[config.mk]
export PLATFORM = sky130hd
export DESIGN_NAME = cirp_core
export DESIGN_NICKNAME = d
export VERILOG_FILES = /design/src/cirp_pkg.sv /design/src/cirp_core.sv
export SDC_FILE = /design/constraint.sdc
export NUM_CORES = 1
export LEC_CHECK = 0
export BUFFER_PORTS_ARGS = -buffer_cell sky130_fd_sc_hd__buf_2
export CORE_UTILIZATION = 31
export DETAILED_ROUTE_END_ITERATION = 10
export SLEW_MARGIN = 40
export SYNTH_ARGS = -nofsm -noshare
export SYNTH_HDL_FRONTEND = slang
export SYNTH_SLANG_ARGS = --single-unit
[constraint.sdc]
create_clock -name CLK -period 4.09 [get_ports CLK]
set_input_delay 1.227 -clock CLK [delete_from_list [all_inputs] [get_ports CLK]]
set_output_delay 1.227 -clock CLK [all_outputs]
set_load 0.01 [all_outputs]
[src/cirp_pkg.sv]
package cirp_pkg;
  // Register indices; byte address is four times the index
  localparam logic [7:0] IDX_PCL = 8'h02;
  localparam logic [7:0] IDX_INTCTL = 8'h0b;
  localparam logic [7:0] IDX_PIRF = 8'h0c;
  localparam logic [7:0] IDX_PCLATCH = 8'h0a;
  localparam logic [7:0] IDX_PIEN = 8'h8c;
  localparam logic [7:0] IDX_RSTCAUSE = 8'h8e;
  localparam logic [7:0] IDX_TRIM = 8'h90;
  // Interrupt control bits
  localparam int B_GIE = 7;
  localparam int B_PGATE = 6;
  localparam int B_T0EN = 5;
  localparam int B_EXTEN = 4;
  localparam int B_PCEN = 3;
  localparam int B_T0FL = 2;
  localparam int B_EXTFL = 1;
  localparam int B_PCFL = 0;
  // Peripheral enable and flag bits
  localparam int B_EE = 7;
  localparam int B_AD = 6;
  localparam int B_CM = 3;
  localparam int B_T1 = 0;
  localparam logic [7:0] PERIPH_MASK = 8'hc9;
  // Reset cause bits
  localparam int B_POR = 1;
  localparam int B_BOD = 0;
  // Reset values, interrupt vector, stack depth and counter width
  localparam logic [7:0] RST_INTCTL = 8'h00;
  localparam logic [7:0] RST_PERIPH = 8'h00;
  localparam logic [1:0] RST_CAUSE = 2'h3;
  localparam logic [5:0] RST_TRIM = 6'h20;
  localparam logic [12:0] RST_PC = 13'h0000;
  localparam logic [4:0] RST_PCLATCH = 5'h00;
  localparam logic [12:0] IRQ_VECTOR = 13'h0004;
  localparam int STACK_DEPTH = 8;
  localparam int PC_W = 13;
  // Avalon response codes
  localparam logic [1:0] RESP_OK = 2'h0;
  localparam logic [1:0] RESP_DECERR = 2'h3;

  typedef struct packed {
    logic call;
    logic jump;
    logic ret;
    logic return_from_interrupt_op;
    logic irq_branch;
    logic inc;
    logic [10:0] target;
  } cirp_core_ctl_t;

  typedef struct packed {
    logic ee_done;
    logic adc_done;
    logic cmp_out;
    logic tmr1_ovf;
    logic tmr0_ovf;
    logic ext_int;
  } cirp_evt_t;
endpackage

[src/cirp_core.sv]
// The implementer's own choice: the Avalon-MM register port.
module cirp_core (
  // Clock and reset
  input wire logic CLK,
  input wire logic SYS_RST,
  // Avalon-MM slave
  input wire logic [9:0] AVS_ADDRESS,
  input wire logic AVS_READ,
  input wire logic AVS_WRITE,
  input wire logic [31:0] AVS_WRITEDATA,
  input wire logic [3:0] AVS_BYTEENABLE,
  output logic [31:0] AVS_READDATA,
  output logic [1:0] AVS_RESPONSE,
  output logic AVS_WAITREQUEST,
  // Core sequencer
  input wire cirp_pkg::cirp_core_ctl_t CORE_CTL,
  output logic [12:0] PC_OUT,
  output logic IRQ_REQ,
  // Peripheral events and reset cause
  input wire cirp_pkg::cirp_evt_t EVT,
  input wire logic RST_WAS_POR,
  input wire logic RST_WAS_BOR,
  // Port pins and port-change control
  input wire logic [5:0] GPIO_PINS,
  input wire logic [5:0] PORT_CHANGE_EN,
  input wire logic PORT_READ,
  // Oscillator trim
  output logic [5:0] TRIM_VALUE
);

  // Bus handshake
  logic wait_ff, nxt_wait;
  logic [31:0] rdata_ff, nxt_rdata;
  logic [1:0] resp_ff, nxt_resp;
  logic [7:0] idx;
  logic hit, acc, wr_go;
  logic [7:0] wbyte, rbyte;

  // Register state
  logic [7:0] intctl_ff, nxt_intctl;
  logic [7:0] pirf_ff, nxt_pirf;
  logic [7:0] pien_ff, nxt_pien;
  logic [1:0] cause_ff, nxt_cause;
  logic [5:0] trim_ff, nxt_trim;
  logic [4:0] latch_ff, nxt_latch;
  logic released_ff, nxt_released;
  logic cmp_prev_ff, nxt_cmp_prev;
  logic irq_ff, nxt_irq;

  // Program counter and stack
  logic [12:0] pc_ff, nxt_pc;
  logic [2:0] sp_ff, nxt_sp;
  logic [12:0] stack_ff [cirp_pkg::STACK_DEPTH];
  logic [12:0] nxt_stack [cirp_pkg::STACK_DEPTH];
  logic push, pop;

  // Pin synchroniser and port-change compare
  logic [5:0] pin_s1_ff, pin_s2_ff, pin_s3_ff, pin_ff;
  logic [5:0] nxt_pin;
  logic [5:0] port_snap_ff, nxt_port_snap;
  logic mismatch;

  assign idx = AVS_ADDRESS[9:2];
  assign acc = (AVS_READ | AVS_WRITE) & wait_ff;
  // Write lands on the edge where waitrequest is seen low
  assign wr_go = AVS_WRITE & ~wait_ff & AVS_BYTEENABLE[0] & hit;
  assign wbyte = AVS_WRITEDATA[7:0];

  always_comb begin
    case (idx)
      cirp_pkg::IDX_PCL, cirp_pkg::IDX_PCLATCH, cirp_pkg::IDX_INTCTL,
      cirp_pkg::IDX_PIRF, cirp_pkg::IDX_PIEN, cirp_pkg::IDX_RSTCAUSE,
      cirp_pkg::IDX_TRIM: hit = 1'b1;
      default: hit = 1'b0;
    endcase
  end

  always_comb begin
    case (idx)
      cirp_pkg::IDX_PCL: rbyte = pc_ff[7:0];
      cirp_pkg::IDX_PCLATCH: rbyte = {3'h0, latch_ff};
      cirp_pkg::IDX_INTCTL: rbyte = intctl_ff;
      cirp_pkg::IDX_PIRF: rbyte = pirf_ff & cirp_pkg::PERIPH_MASK;
      cirp_pkg::IDX_PIEN: rbyte = pien_ff & cirp_pkg::PERIPH_MASK;
      cirp_pkg::IDX_RSTCAUSE: rbyte = {6'h00, cause_ff};
      cirp_pkg::IDX_TRIM: rbyte = {trim_ff, 2'h0};
      default: rbyte = 8'h00;
    endcase
  end

  // One wait cycle on every access keeps read data registered
  always_comb begin
    nxt_wait = ~acc;
    nxt_rdata = rdata_ff;
    nxt_resp = resp_ff;
    if (acc) begin
      nxt_rdata = AVS_READ ? {24'h000000, rbyte} : 32'h00000000;
      nxt_resp = hit ? cirp_pkg::RESP_OK : cirp_pkg::RESP_DECERR;
    end
  end

  always_ff @(posedge CLK or posedge SYS_RST) begin
    if (SYS_RST) begin
      wait_ff <= 1'b1;
      rdata_ff <= 32'h00000000;
      resp_ff <= cirp_pkg::RESP_OK;
    end else begin
      wait_ff <= nxt_wait;
      rdata_ff <= nxt_rdata;
      resp_ff <= nxt_resp;
    end
  end

  // Port pins: three stages, value accepted once stages two and three agree
  always_comb begin
    nxt_pin = pin_ff;
    for (int i = 0; i < 6; i++) begin
      if (pin_s2_ff[i] == pin_s3_ff[i]) begin
        nxt_pin[i] = pin_s3_ff[i];
      end
    end
    nxt_port_snap = PORT_READ ? pin_ff : port_snap_ff;
  end

  always_ff @(posedge CLK or posedge SYS_RST) begin
    if (SYS_RST) begin
      pin_s1_ff <= 6'h00;
      pin_s2_ff <= 6'h00;
      pin_s3_ff <= 6'h00;
      pin_ff <= 6'h00;
      port_snap_ff <= 6'h00;
    end else begin
      pin_s1_ff <= GPIO_PINS;
      pin_s2_ff <= pin_s1_ff;
      pin_s3_ff <= pin_s2_ff;
      pin_ff <= nxt_pin;
      port_snap_ff <= nxt_port_snap;
    end
  end

  assign mismatch = |((pin_ff ^ port_snap_ff) & PORT_CHANGE_EN);

  // Flags: hardware set wins over a software clear in the same cycle
  always_comb begin
    logic wr_ic, wr_pf;
    wr_ic = wr_go && idx == cirp_pkg::IDX_INTCTL;
    wr_pf = wr_go && idx == cirp_pkg::IDX_PIRF;
    nxt_intctl = wr_ic ? wbyte : intctl_ff;
    nxt_pirf = wr_pf ? (wbyte & cirp_pkg::PERIPH_MASK) : pirf_ff;
    nxt_intctl[cirp_pkg::B_T0FL] = nxt_intctl[cirp_pkg::B_T0FL] | EVT.tmr0_ovf;
    nxt_intctl[cirp_pkg::B_EXTFL] = nxt_intctl[cirp_pkg::B_EXTFL] | EVT.ext_int;
    // A standing mismatch keeps the flag up until the port is read
    nxt_intctl[cirp_pkg::B_PCFL] = nxt_intctl[cirp_pkg::B_PCFL] | mismatch;
    if (CORE_CTL.irq_branch) begin
      nxt_intctl[cirp_pkg::B_GIE] = 1'b0;
    end else if (CORE_CTL.return_from_interrupt_op) begin
      nxt_intctl[cirp_pkg::B_GIE] = 1'b1;
    end
    nxt_pirf[cirp_pkg::B_EE] = nxt_pirf[cirp_pkg::B_EE] | EVT.ee_done;
    nxt_pirf[cirp_pkg::B_AD] = nxt_pirf[cirp_pkg::B_AD] | EVT.adc_done;
    nxt_pirf[cirp_pkg::B_CM] = nxt_pirf[cirp_pkg::B_CM] | (EVT.cmp_out ^ cmp_prev_ff);
    nxt_pirf[cirp_pkg::B_T1] = nxt_pirf[cirp_pkg::B_T1] | EVT.tmr1_ovf;
    nxt_cmp_prev = EVT.cmp_out;
  end

  // Enables, trim, latch and reset cause
  always_comb begin
    nxt_pien = pien_ff;
    nxt_trim = trim_ff;
    nxt_latch = latch_ff;
    nxt_cause = cause_ff;
    nxt_released = 1'b1;
    if (wr_go && idx == cirp_pkg::IDX_PIEN) begin
      nxt_pien = wbyte & cirp_pkg::PERIPH_MASK;
    end
    if (wr_go && idx == cirp_pkg::IDX_TRIM) begin
      nxt_trim = wbyte[7:2];
    end
    if (wr_go && idx == cirp_pkg::IDX_PCLATCH) begin
      nxt_latch = wbyte[4:0];
    end
    if (wr_go && idx == cirp_pkg::IDX_RSTCAUSE) begin
      nxt_cause = wbyte[1:0];
    end
    // Cause levels are caught on the first edge after reset release
    if (!released_ff) begin
      nxt_cause[cirp_pkg::B_POR] = ~RST_WAS_POR;
      nxt_cause[cirp_pkg::B_BOD] = ~RST_WAS_BOR;
    end
  end

  always_ff @(posedge CLK or posedge SYS_RST) begin
    if (SYS_RST) begin
      intctl_ff <= cirp_pkg::RST_INTCTL;
      pirf_ff <= cirp_pkg::RST_PERIPH;
      pien_ff <= cirp_pkg::RST_PERIPH;
      cause_ff <= cirp_pkg::RST_CAUSE;
      trim_ff <= cirp_pkg::RST_TRIM;
      latch_ff <= cirp_pkg::RST_PCLATCH;
      released_ff <= 1'b0;
      cmp_prev_ff <= 1'b0;
    end else begin
      intctl_ff <= nxt_intctl;
      pirf_ff <= nxt_pirf;
      pien_ff <= nxt_pien;
      cause_ff <= nxt_cause;
      trim_ff <= nxt_trim;
      latch_ff <= nxt_latch;
      released_ff <= nxt_released;
      cmp_prev_ff <= nxt_cmp_prev;
    end
  end

  // Interrupt request
  always_comb begin
    logic core_src, periph_src;
    core_src = (intctl_ff[cirp_pkg::B_T0EN] & intctl_ff[cirp_pkg::B_T0FL])
             | (intctl_ff[cirp_pkg::B_EXTEN] & intctl_ff[cirp_pkg::B_EXTFL])
             | (intctl_ff[cirp_pkg::B_PCEN] & intctl_ff[cirp_pkg::B_PCFL]);
    periph_src = intctl_ff[cirp_pkg::B_PGATE] & (|(pien_ff & pirf_ff));
    nxt_irq = intctl_ff[cirp_pkg::B_GIE] & (core_src | periph_src);
  end

  always_ff @(posedge CLK or posedge SYS_RST) begin
    if (SYS_RST) begin
      irq_ff <= 1'b0;
    end else begin
      irq_ff <= nxt_irq;
    end
  end

  // Program counter and return stack; the latch is never touched here
  assign push = CORE_CTL.irq_branch | CORE_CTL.call;
  // A return that loses to a jump must not move the pointer either
  assign pop = ~push & ~CORE_CTL.jump & (CORE_CTL.ret | CORE_CTL.return_from_interrupt_op);

  always_comb begin
    logic [2:0] top;
    top = sp_ff - 3'h1;
    nxt_pc = pc_ff;
    nxt_sp = sp_ff;
    for (int i = 0; i < cirp_pkg::STACK_DEPTH; i++) begin
      nxt_stack[i] = stack_ff[i];
    end
    if (push) begin
      // Pointer wraps silently, overwriting the oldest entry
      nxt_stack[sp_ff] = pc_ff;
      nxt_sp = sp_ff + 3'h1;
    end else if (pop) begin
      nxt_pc = stack_ff[top];
      nxt_sp = top;
    end
    if (CORE_CTL.irq_branch) begin
      nxt_pc = cirp_pkg::IRQ_VECTOR;
    end else if (CORE_CTL.call || CORE_CTL.jump) begin
      nxt_pc = {latch_ff[4:3], CORE_CTL.target};
    end else if (pop) begin
      nxt_pc = stack_ff[top];
    end else if (wr_go && idx == cirp_pkg::IDX_PCL) begin
      nxt_pc = {latch_ff, wbyte};
    end else if (CORE_CTL.inc) begin
      nxt_pc = pc_ff + 13'h0001;
    end
  end

  always_ff @(posedge CLK or posedge SYS_RST) begin
    if (SYS_RST) begin
      pc_ff <= cirp_pkg::RST_PC;
      sp_ff <= 3'h0;
    end else begin
      pc_ff <= nxt_pc;
      sp_ff <= nxt_sp;
    end
  end

  // Stack entries hold no reset; contents are undefined until pushed
  genvar g;
  generate
    for (g = 0; g < cirp_pkg::STACK_DEPTH; g++) begin : g_stack
      always_ff @(posedge CLK) begin
        stack_ff[g] <= nxt_stack[g];
      end
    end
  endgenerate

  assign AVS_WAITREQUEST = wait_ff;
  assign AVS_READDATA = rdata_ff;
  assign AVS_RESPONSE = resp_ff;
  assign PC_OUT = pc_ff;
  assign IRQ_REQ = irq_ff;
  assign TRIM_VALUE = trim_ff;

endmodule

==> Word level (Yosys, flattened, before mapping) <==
Memories as Yosys holds them, arrays and structs flattened.
Index checks and enable logic that the tools add are counted.
W data, S select, Z words.
{ "word_totals": {"output_inout_bits": 55, "elab_cells": 117, "ram_bits": 104, "regBits": 113, "memories": 1} }
{ "classes": {"reduce_logical": 15, "n_addsub": 3, "eq_ne": 14, "n_lt_le_gt_ge": 2, "muxes": 21, "bitwise": 35} }
{ "memory_table": {"columns": ["memory", "words", "width", "rd", "rd_clocked_by_memory_dff", "wr", "line_no", "rtl"], "rows": [
  ["stack_ff", 8, 13, 9, 0, 8, "cirp_core.sv:53", "logic [12:0] stack_ff [cirp_pkg::STACK_DEPTH];"]
]} }
{ "ops": {"columns": ["cell", "count"], "rows": [
  ["$bwmux W104", 1],
  ["$mux W104", 1],
  ["$mux W13", 6],
  ["$pmux W8 S7", 1],
  ["$demux W13 S3", 1],
  ["$eq A8 B4 Y1 const B", 3],
  ["$eq A8 B8 Y1 const B", 3],
  ["$mux W8", 3],
  ["$add A13 B1 Y13 const B", 1],
  ["$or A1 B1 Y1", 13],
  ["$and A1 B1 Y1", 11],
  ["$and A8 B8 Y8", 1],
  ["$eq A8 B2 Y1 const B", 1],
  ["$logic_and A1 B1 Y1", 8],
  ["$reduce_or A8 Y1", 1],
  ["$reduce_or A7 Y1", 1],
  ["$and A6 B6 Y6", 1],
  ["$eq A1 B1 Y1", 6],
  ["$mux W2", 3],
  ["$mux W3", 2],
  ["$not A1 Y1", 6],
  ["$reduce_or A6 Y1", 1],
  ["$xor A6 B6 Y6", 1],
  ["$reduce_bool A5 Y1", 1],
  ["other kinds (11)", 13]
]} }

==> Longest topological paths before layout <==
{ "logic_depth": {"depth_word": 9, "ltp_mapped": 11} }

==> Worst setup path before layout <==
No wires, ideal clock.
{ "synth_path": {"path_type": "input port to flip-flop", "start": "in CORE_CTL[12] (netlist bit)", "end": "mem stack_ff[0][0] (enable)", "setup_ns": 0.417, "required_ns": 3.673, "path_stages": 3, "t_arrival_ns": 2.903, "setup_slack_ns": 0.770, "n_path_buf": 1, "cell_sequence": "clkbuf_1 > nor2_1 > nor4_1"} }
{ "synth_rtl": {"columns": ["element", "line_no", "rtl"], "rows": [
  ["start: declaration", "cirp_core.sv:16", "input wire cirp_pkg::cirp_core_ctl_t CORE_CTL,"],
  ["end: declaration", "cirp_core.sv:53", null]
]} }

==> Final worst setup path <==
{ "layout_path": {"start": "in AVS_ADDRESS[9]", "end": "reg pc_ff[0], in the netlist PC_OUT[0]"} }
{ "layout_via": {"elab_chain_len": 9, "elab_cells_between_ends": 16, "classes_between": "7 x eq/ne; 5 x mux; 1 x bitwise; 3 x reduce/logical"} }
{ "layout_lines": {"columns": ["element", "line_no", "rtl"], "rows": [
  ["start: declaration", "cirp_core.sv:7", "input wire logic [9:0] AVS_ADDRESS,"],
  ["$eq A8 B4 Y1, or another cell as far along", "cirp_core.sv:70", "case (idx)"],
  ["$reduce_or A7 Y1", "cirp_core.sv:70", null],
  ["$mux W1", "cirp_core.sv:70", null],
  ["$and A1 B1 Y1", "cirp_core.sv:66", "assign wr_go = AVS_WRITE & ~wait_ff & AVS_BYTEENABLE[0] & hit;"],
  ["$logic_and A1 B1 Y1 (*)", "cirp_core.sv:259", "end else if (wr_go && idx == cirp_pkg::IDX_PCL) begin"],
  ["$mux W13", "cirp_core.sv:259", null],
  ["$mux W13", "cirp_core.sv:257", "end else if (pop) begin"],
  ["$mux W13", "cirp_core.sv:255", "end else if (CORE_CTL.call || CORE_CTL.jump) begin"],
  ["$mux W13", "cirp_core.sv:253", "if (CORE_CTL.irq_branch) begin"],
  ["end signal: assignment", "cirp_core.sv:268", "pc_ff <= cirp_pkg::RST_PC;"],
  ["end signal: assignment", "cirp_core.sv:271", "pc_ff <= nxt_pc;"],
  ["end: declaration", "cirp_core.sv:51", "logic [12:0] pc_ff, nxt_pc;"]
]} }
Every way passes the cells marked *; elsewhere a longest branch is shown, timed or not.
A chain may end at the register's enable or synchronous reset.

==> results list <==
- Die area: 27900 sq um
- Setup crit end kind: flip-flop
- Clock latency on the worst-skew pair: 0.44 ns
- In this run the deepest clock path goes through 2 buffers.
- For this run, the top clock speed supported by timing is about 340 MHz.
* Core region area: 26900 sq um
- After synthesis, the largest family of logic cells by area is multiplexers.
* Arrival time worst endpoint: 3.29 ns
- Of the total synthesized cell area, the portion taken by AND, OR, NAND and NOR gates is 0.0875.
- Of all flip-flops after synthesis, the portion carrying an async set or reset was 0.458.
- Critical setup path kind: input port to flip-flop
- Warning count from the yosys run: 0
- The library cell used most frequently in the layout, excluding fill and tap cells, is sky130_fd_sc_hd__edfxtp_1.
- In this design, the stage delay of the slowest critical-path cell is about 0.56 ns.
- Setup violations remaining at the end of the flow were counted as 0.
- For the final database, setup skew stands at roughly 0.0099 ns.
- Worst path cell trace: buf_2 -> nor4b_1 -> nand3_1 -> mux2_2 -> a211oi_1 -> nor3_1
- DRT Pass-1 Iters: 5
- Pin count of the biggest net entering global routing: 52
- Max_slew headroom: 0.507
- In the finished design, the share of the clock period the worst path needs comes to 0.728.
- The max-slew violation count is 0.
- During I/O placement, the number of pins put on the boundary was 143.
- Measured along the y axis, the die boundary spans 167 um.
* Final count of hold timing violations: 0
* Initial drt markers: 544
* Average size of a mapped cell: 14.5 sq um
* CTS HTree Levels: 4
- The repair_antennas step left the layout with diodes totalling 0.
- Number of buffer cells added on primary ports: 89
- DPL Wire Length: 14.6 mm
* Sort of element at the start of the critical path: input port
- Row count: 60
- Setup TNS Final: 0 ns
- Share of synthesized area spent on multiplexers: 0.131
- Portion of the post-synthesis area used by sequential elements: 0.631
- Initial antenna violation count: 1
- Buffers inserted to repair hold after CTS numbered 0.
* Fraction of final layout cells sized beyond drive strength 1: 0.323
- Buffers inserted during clock tree synthesis total 17.
- Clock net sink count: 192
- In the final design database the tool counted 774 nets.
* Number of max-capacitance violations reported: 0
- Antenna viol nets, final: 0
- The area growth from synthesis to layout is 17.1%.
- Setup repair after global routing left no endpoint under its margin.
- The completed layout was analyzed and its total power is 5.77 mW.
- Aggregate routed wire length: 20.3 mm
- Vias in the first global route: approximately 5000
* Remaining DRCs: 0
* Count of cell types in the netlist: 61
- Leakage power figure: 3.85 nW
* DIE WIDTH: 167 um
- Area fraction in compound gates after synthesis: 0.0777
- Dominant delay contributor by cell family on the critical path: simple AND/OR/NAND/NOR gates
* Post-synthesis instance total: 581
- Overflow left after global routing: 0
* Maximum fanout count along the critical path: 14
* Critical path's slowest cell: sky130_fd_sc_hd__nor4b_1
* Clock tree from TritonCTS: built
* Status: complete, no violations
- Among all flip-flop cells after synthesis, the most frequent one is sky130_fd_sc_hd__edfxtp_1.
- Average routed wire per standard cell: ~20 um
* R2r setup slk: 1.42 ns
- Worst supply voltage drop on vdd: 0.285 mV
- Vias per std cell: a little over 5
- DR vias: around 5300
- Last weighted congestion value of the routability-driven placer: 0.815
* Number of setup buffers added after CTS: 0
* Combined global-route utilization of all metal layers: 0.151
- Clock root buffer master: sky130_fd_sc_hd__clkbuf_16
- Slew at the pin closest to its max-slew limit: ~0.74 ns
* Worst path buffer plus inverter count: 1
* Clock period minus worst slack: roughly 3.0 ns
* Synth Cell Area: 8450 sq um
- In this run, synthesis produced a sequential element count of 192.
* Top library cells by usage in the layout, fill and taps aside: 104 x sky130_fd_sc_hd__edfxtp_1, 89 x sky130_fd_sc_hd__buf_2, 84 x sky130_fd_sc_hd__dfrtp_1, 32 x sky130_fd_sc_hd__mux2_2
* Initial cell density of the core: 0.314
- Of the total synthesized cell area, the portion taken by full adders, half adders and majority gates is 0.0115.
- At the worst endpoint, the required time is ~4.4 ns.
- First-pass GRT wire length: around 32 mm
* Clock-pin slew on the worst setup and hold paths: 0.07 ns
- EDFF count, synth: 104
- Of the total synthesized cell area, the portion taken by XOR and XNOR cells is 0.0207.
- The number of gates resized after CTS was 0.
- The path class of the tightest hold or removal check is flip-flop to flip-flop.
* Power density over the cells: 583 nW/um^2
[worst paths after layout]
kind	to	start	cells past startpoint
max in group asynchronous	AVS_WAITREQUEST	SYS_RST	3
max	PC_OUT[0]	AVS_ADDRESS[9]	6
min in group asynchronous	pin_s1_ff[0]	SYS_RST	2
min reg2reg	pin_s2_ff[3]	pin_s1_ff[3]	0
min	pin_s2_ff[3]	pin_s1_ff[3]	0
max reg2reg	PC_OUT[2]	sp_ff[0]	7
[through the flow]
stage,hold WS (ns),area (sq um),setup slack (ns),std cells,util
after global routing,0.356,9890,0.922,1037,0.368
after CTS,0.353,9890,1.20,1037,0.368
after floorplan,0.331,8540,0.591,604,-
after detailed placement,0.335,9310,0.742,1005,0.346
final,0.350,9890,1.11,1037,0.368
after global placement,0.333,9310,0.741,1005,0.346
[routing by layer]
metal	up-vias	routed length, um	track usage
met5	-	13	0
met4	2	118	0.0294
met3	13	1380	0.0359
met2	197	9260	0.229
met1	2653	9520	0.220
li1	2389	-	-
[synth_stat cells, types with 3 or more instances]
cell	number	area share
sky130_fd_sc_hd__edfxtp_1	104	0.37
sky130_fd_sc_hd__dfrtp_1	84	0.25
sky130_fd_sc_hd__mux2_2	32	0.043
sky130_fd_sc_hd__buf_4	28	0.025
sky130_fd_sc_hd__mux4_2	25	0.067
sky130_fd_sc_hd__nor2_1	25	0.011
sky130_fd_sc_hd__o21ai_0	25	0.015
sky130_fd_sc_hd__nand2_1	23	0.010
sky130_fd_sc_hd__clkbuf_1	18	0.0080
sky130_fd_sc_hd__mux2i_1	18	0.021
sky130_fd_sc_hd__nor3_1	18	0.011
sky130_fd_sc_hd__a21oi_1	13	0.0077
sky130_fd_sc_hd__nand3_1	13	0.0077
sky130_fd_sc_hd__xor2_1	13	0.013
sky130_fd_sc_hd__inv_1	9	0.0040
sky130_fd_sc_hd__a211o_1	8	0.0083
sky130_fd_sc_hd__nor4_1	8	0.0059
sky130_fd_sc_hd__nor2b_1	7	0.0052
sky130_fd_sc_hd__xnor2_1	7	0.0073
sky130_fd_sc_hd__a211oi_1	6	0.0053
sky130_fd_sc_hd__a222oi_1	6	0.0071
sky130_fd_sc_hd__maj3_1	6	0.0071
sky130_fd_sc_hd__a22o_1	5	0.0052
sky130_fd_sc_hd__buf_2	5	0.0030
sky130_fd_sc_hd__nand4_1	5	0.0037
sky130_fd_sc_hd__nor3b_1	5	0.0044
sky130_fd_sc_hd__a31oi_1	4	0.0030
sky130_fd_sc_hd__dfstp_2	4	0.012
sky130_fd_sc_hd__a21boi_0	3	0.0027
sky130_fd_sc_hd__a221o_1	3	0.0036
sky130_fd_sc_hd__a221oi_1	3	0.0031
sky130_fd_sc_hd__a311oi_1	3	0.0031
sky130_fd_sc_hd__and3b_1	3	0.0031
sky130_fd_sc_hd__ha_1	3	0.0044
sky130_fd_sc_hd__nor4b_1	3	0.0031
sky130_fd_sc_hd__or2_2	3	0.0022
sky130_fd_sc_hd__or4_1	3	0.0027
[cells by family after synthesis]
group / after synthesis
AO/OA/AOI/OAI: 91
multiplexers: 75
XOR/XNOR: 20
AND/OR/NAND/NOR: 131
other: 2
adder cells (fa/ha/maj): 9
flip-flops: 192
buffers and inverters: 61
[layout make-up]
cell class	count	area, sq um
Clock buffer	18	439
Multi-Input combinational cell	351	2910
Inverter	9	36.3
Clock inverter	14	138
Sequential cell	192	5330
Timing Repair Buffer	112	618
Tap cell	341	427
Fill cell	2593	17000
[sequential cells by signal, summed over array words and instances (netlist names)]
register / flops
pin_s3_ff: 6
cause_ff: 2
intctl_ff: 8
pin_ff: 6
cmp_prev_ff: 1
port_snap_ff: 6
pien_ff: 4
TRIM_VALUE: 6
released_ff: 1
latch_ff: 5
pin_s1_ff: 6
pin_s2_ff: 6
IRQ_REQ: 1
AVS_WAITREQUEST: 1
PC_OUT: 13
AVS_READDATA: 8
pirf_ff: 4
AVS_RESPONSE: 1
stack_ff: 104
sp_ff: 3
[worst reg2reg max path, delay by kind of cell, from the launching register on]
kind / cells / cell delay, ns
multiplexers: 2 / 0.74
AO/OA/AOI/OAI: 1 / 0.10
flip-flops: 1 / 0.38
adder cells (fa/ha/maj): 1 / 0.25
buffers and inverters: 2 / 0.51
XOR/XNOR: 1 / 0.58
[power breakdown]
group / switching (mW) / total, mW / internal, mW
Sequential: 0.156 / 2.53 / 2.37
Combinational: 0.869 / 1.62 / 0.749
Clock: 0.791 / 1.62 / 0.830
Total: 1.82 / 5.77 / 3.95
(Power assumes the default switching activity.)
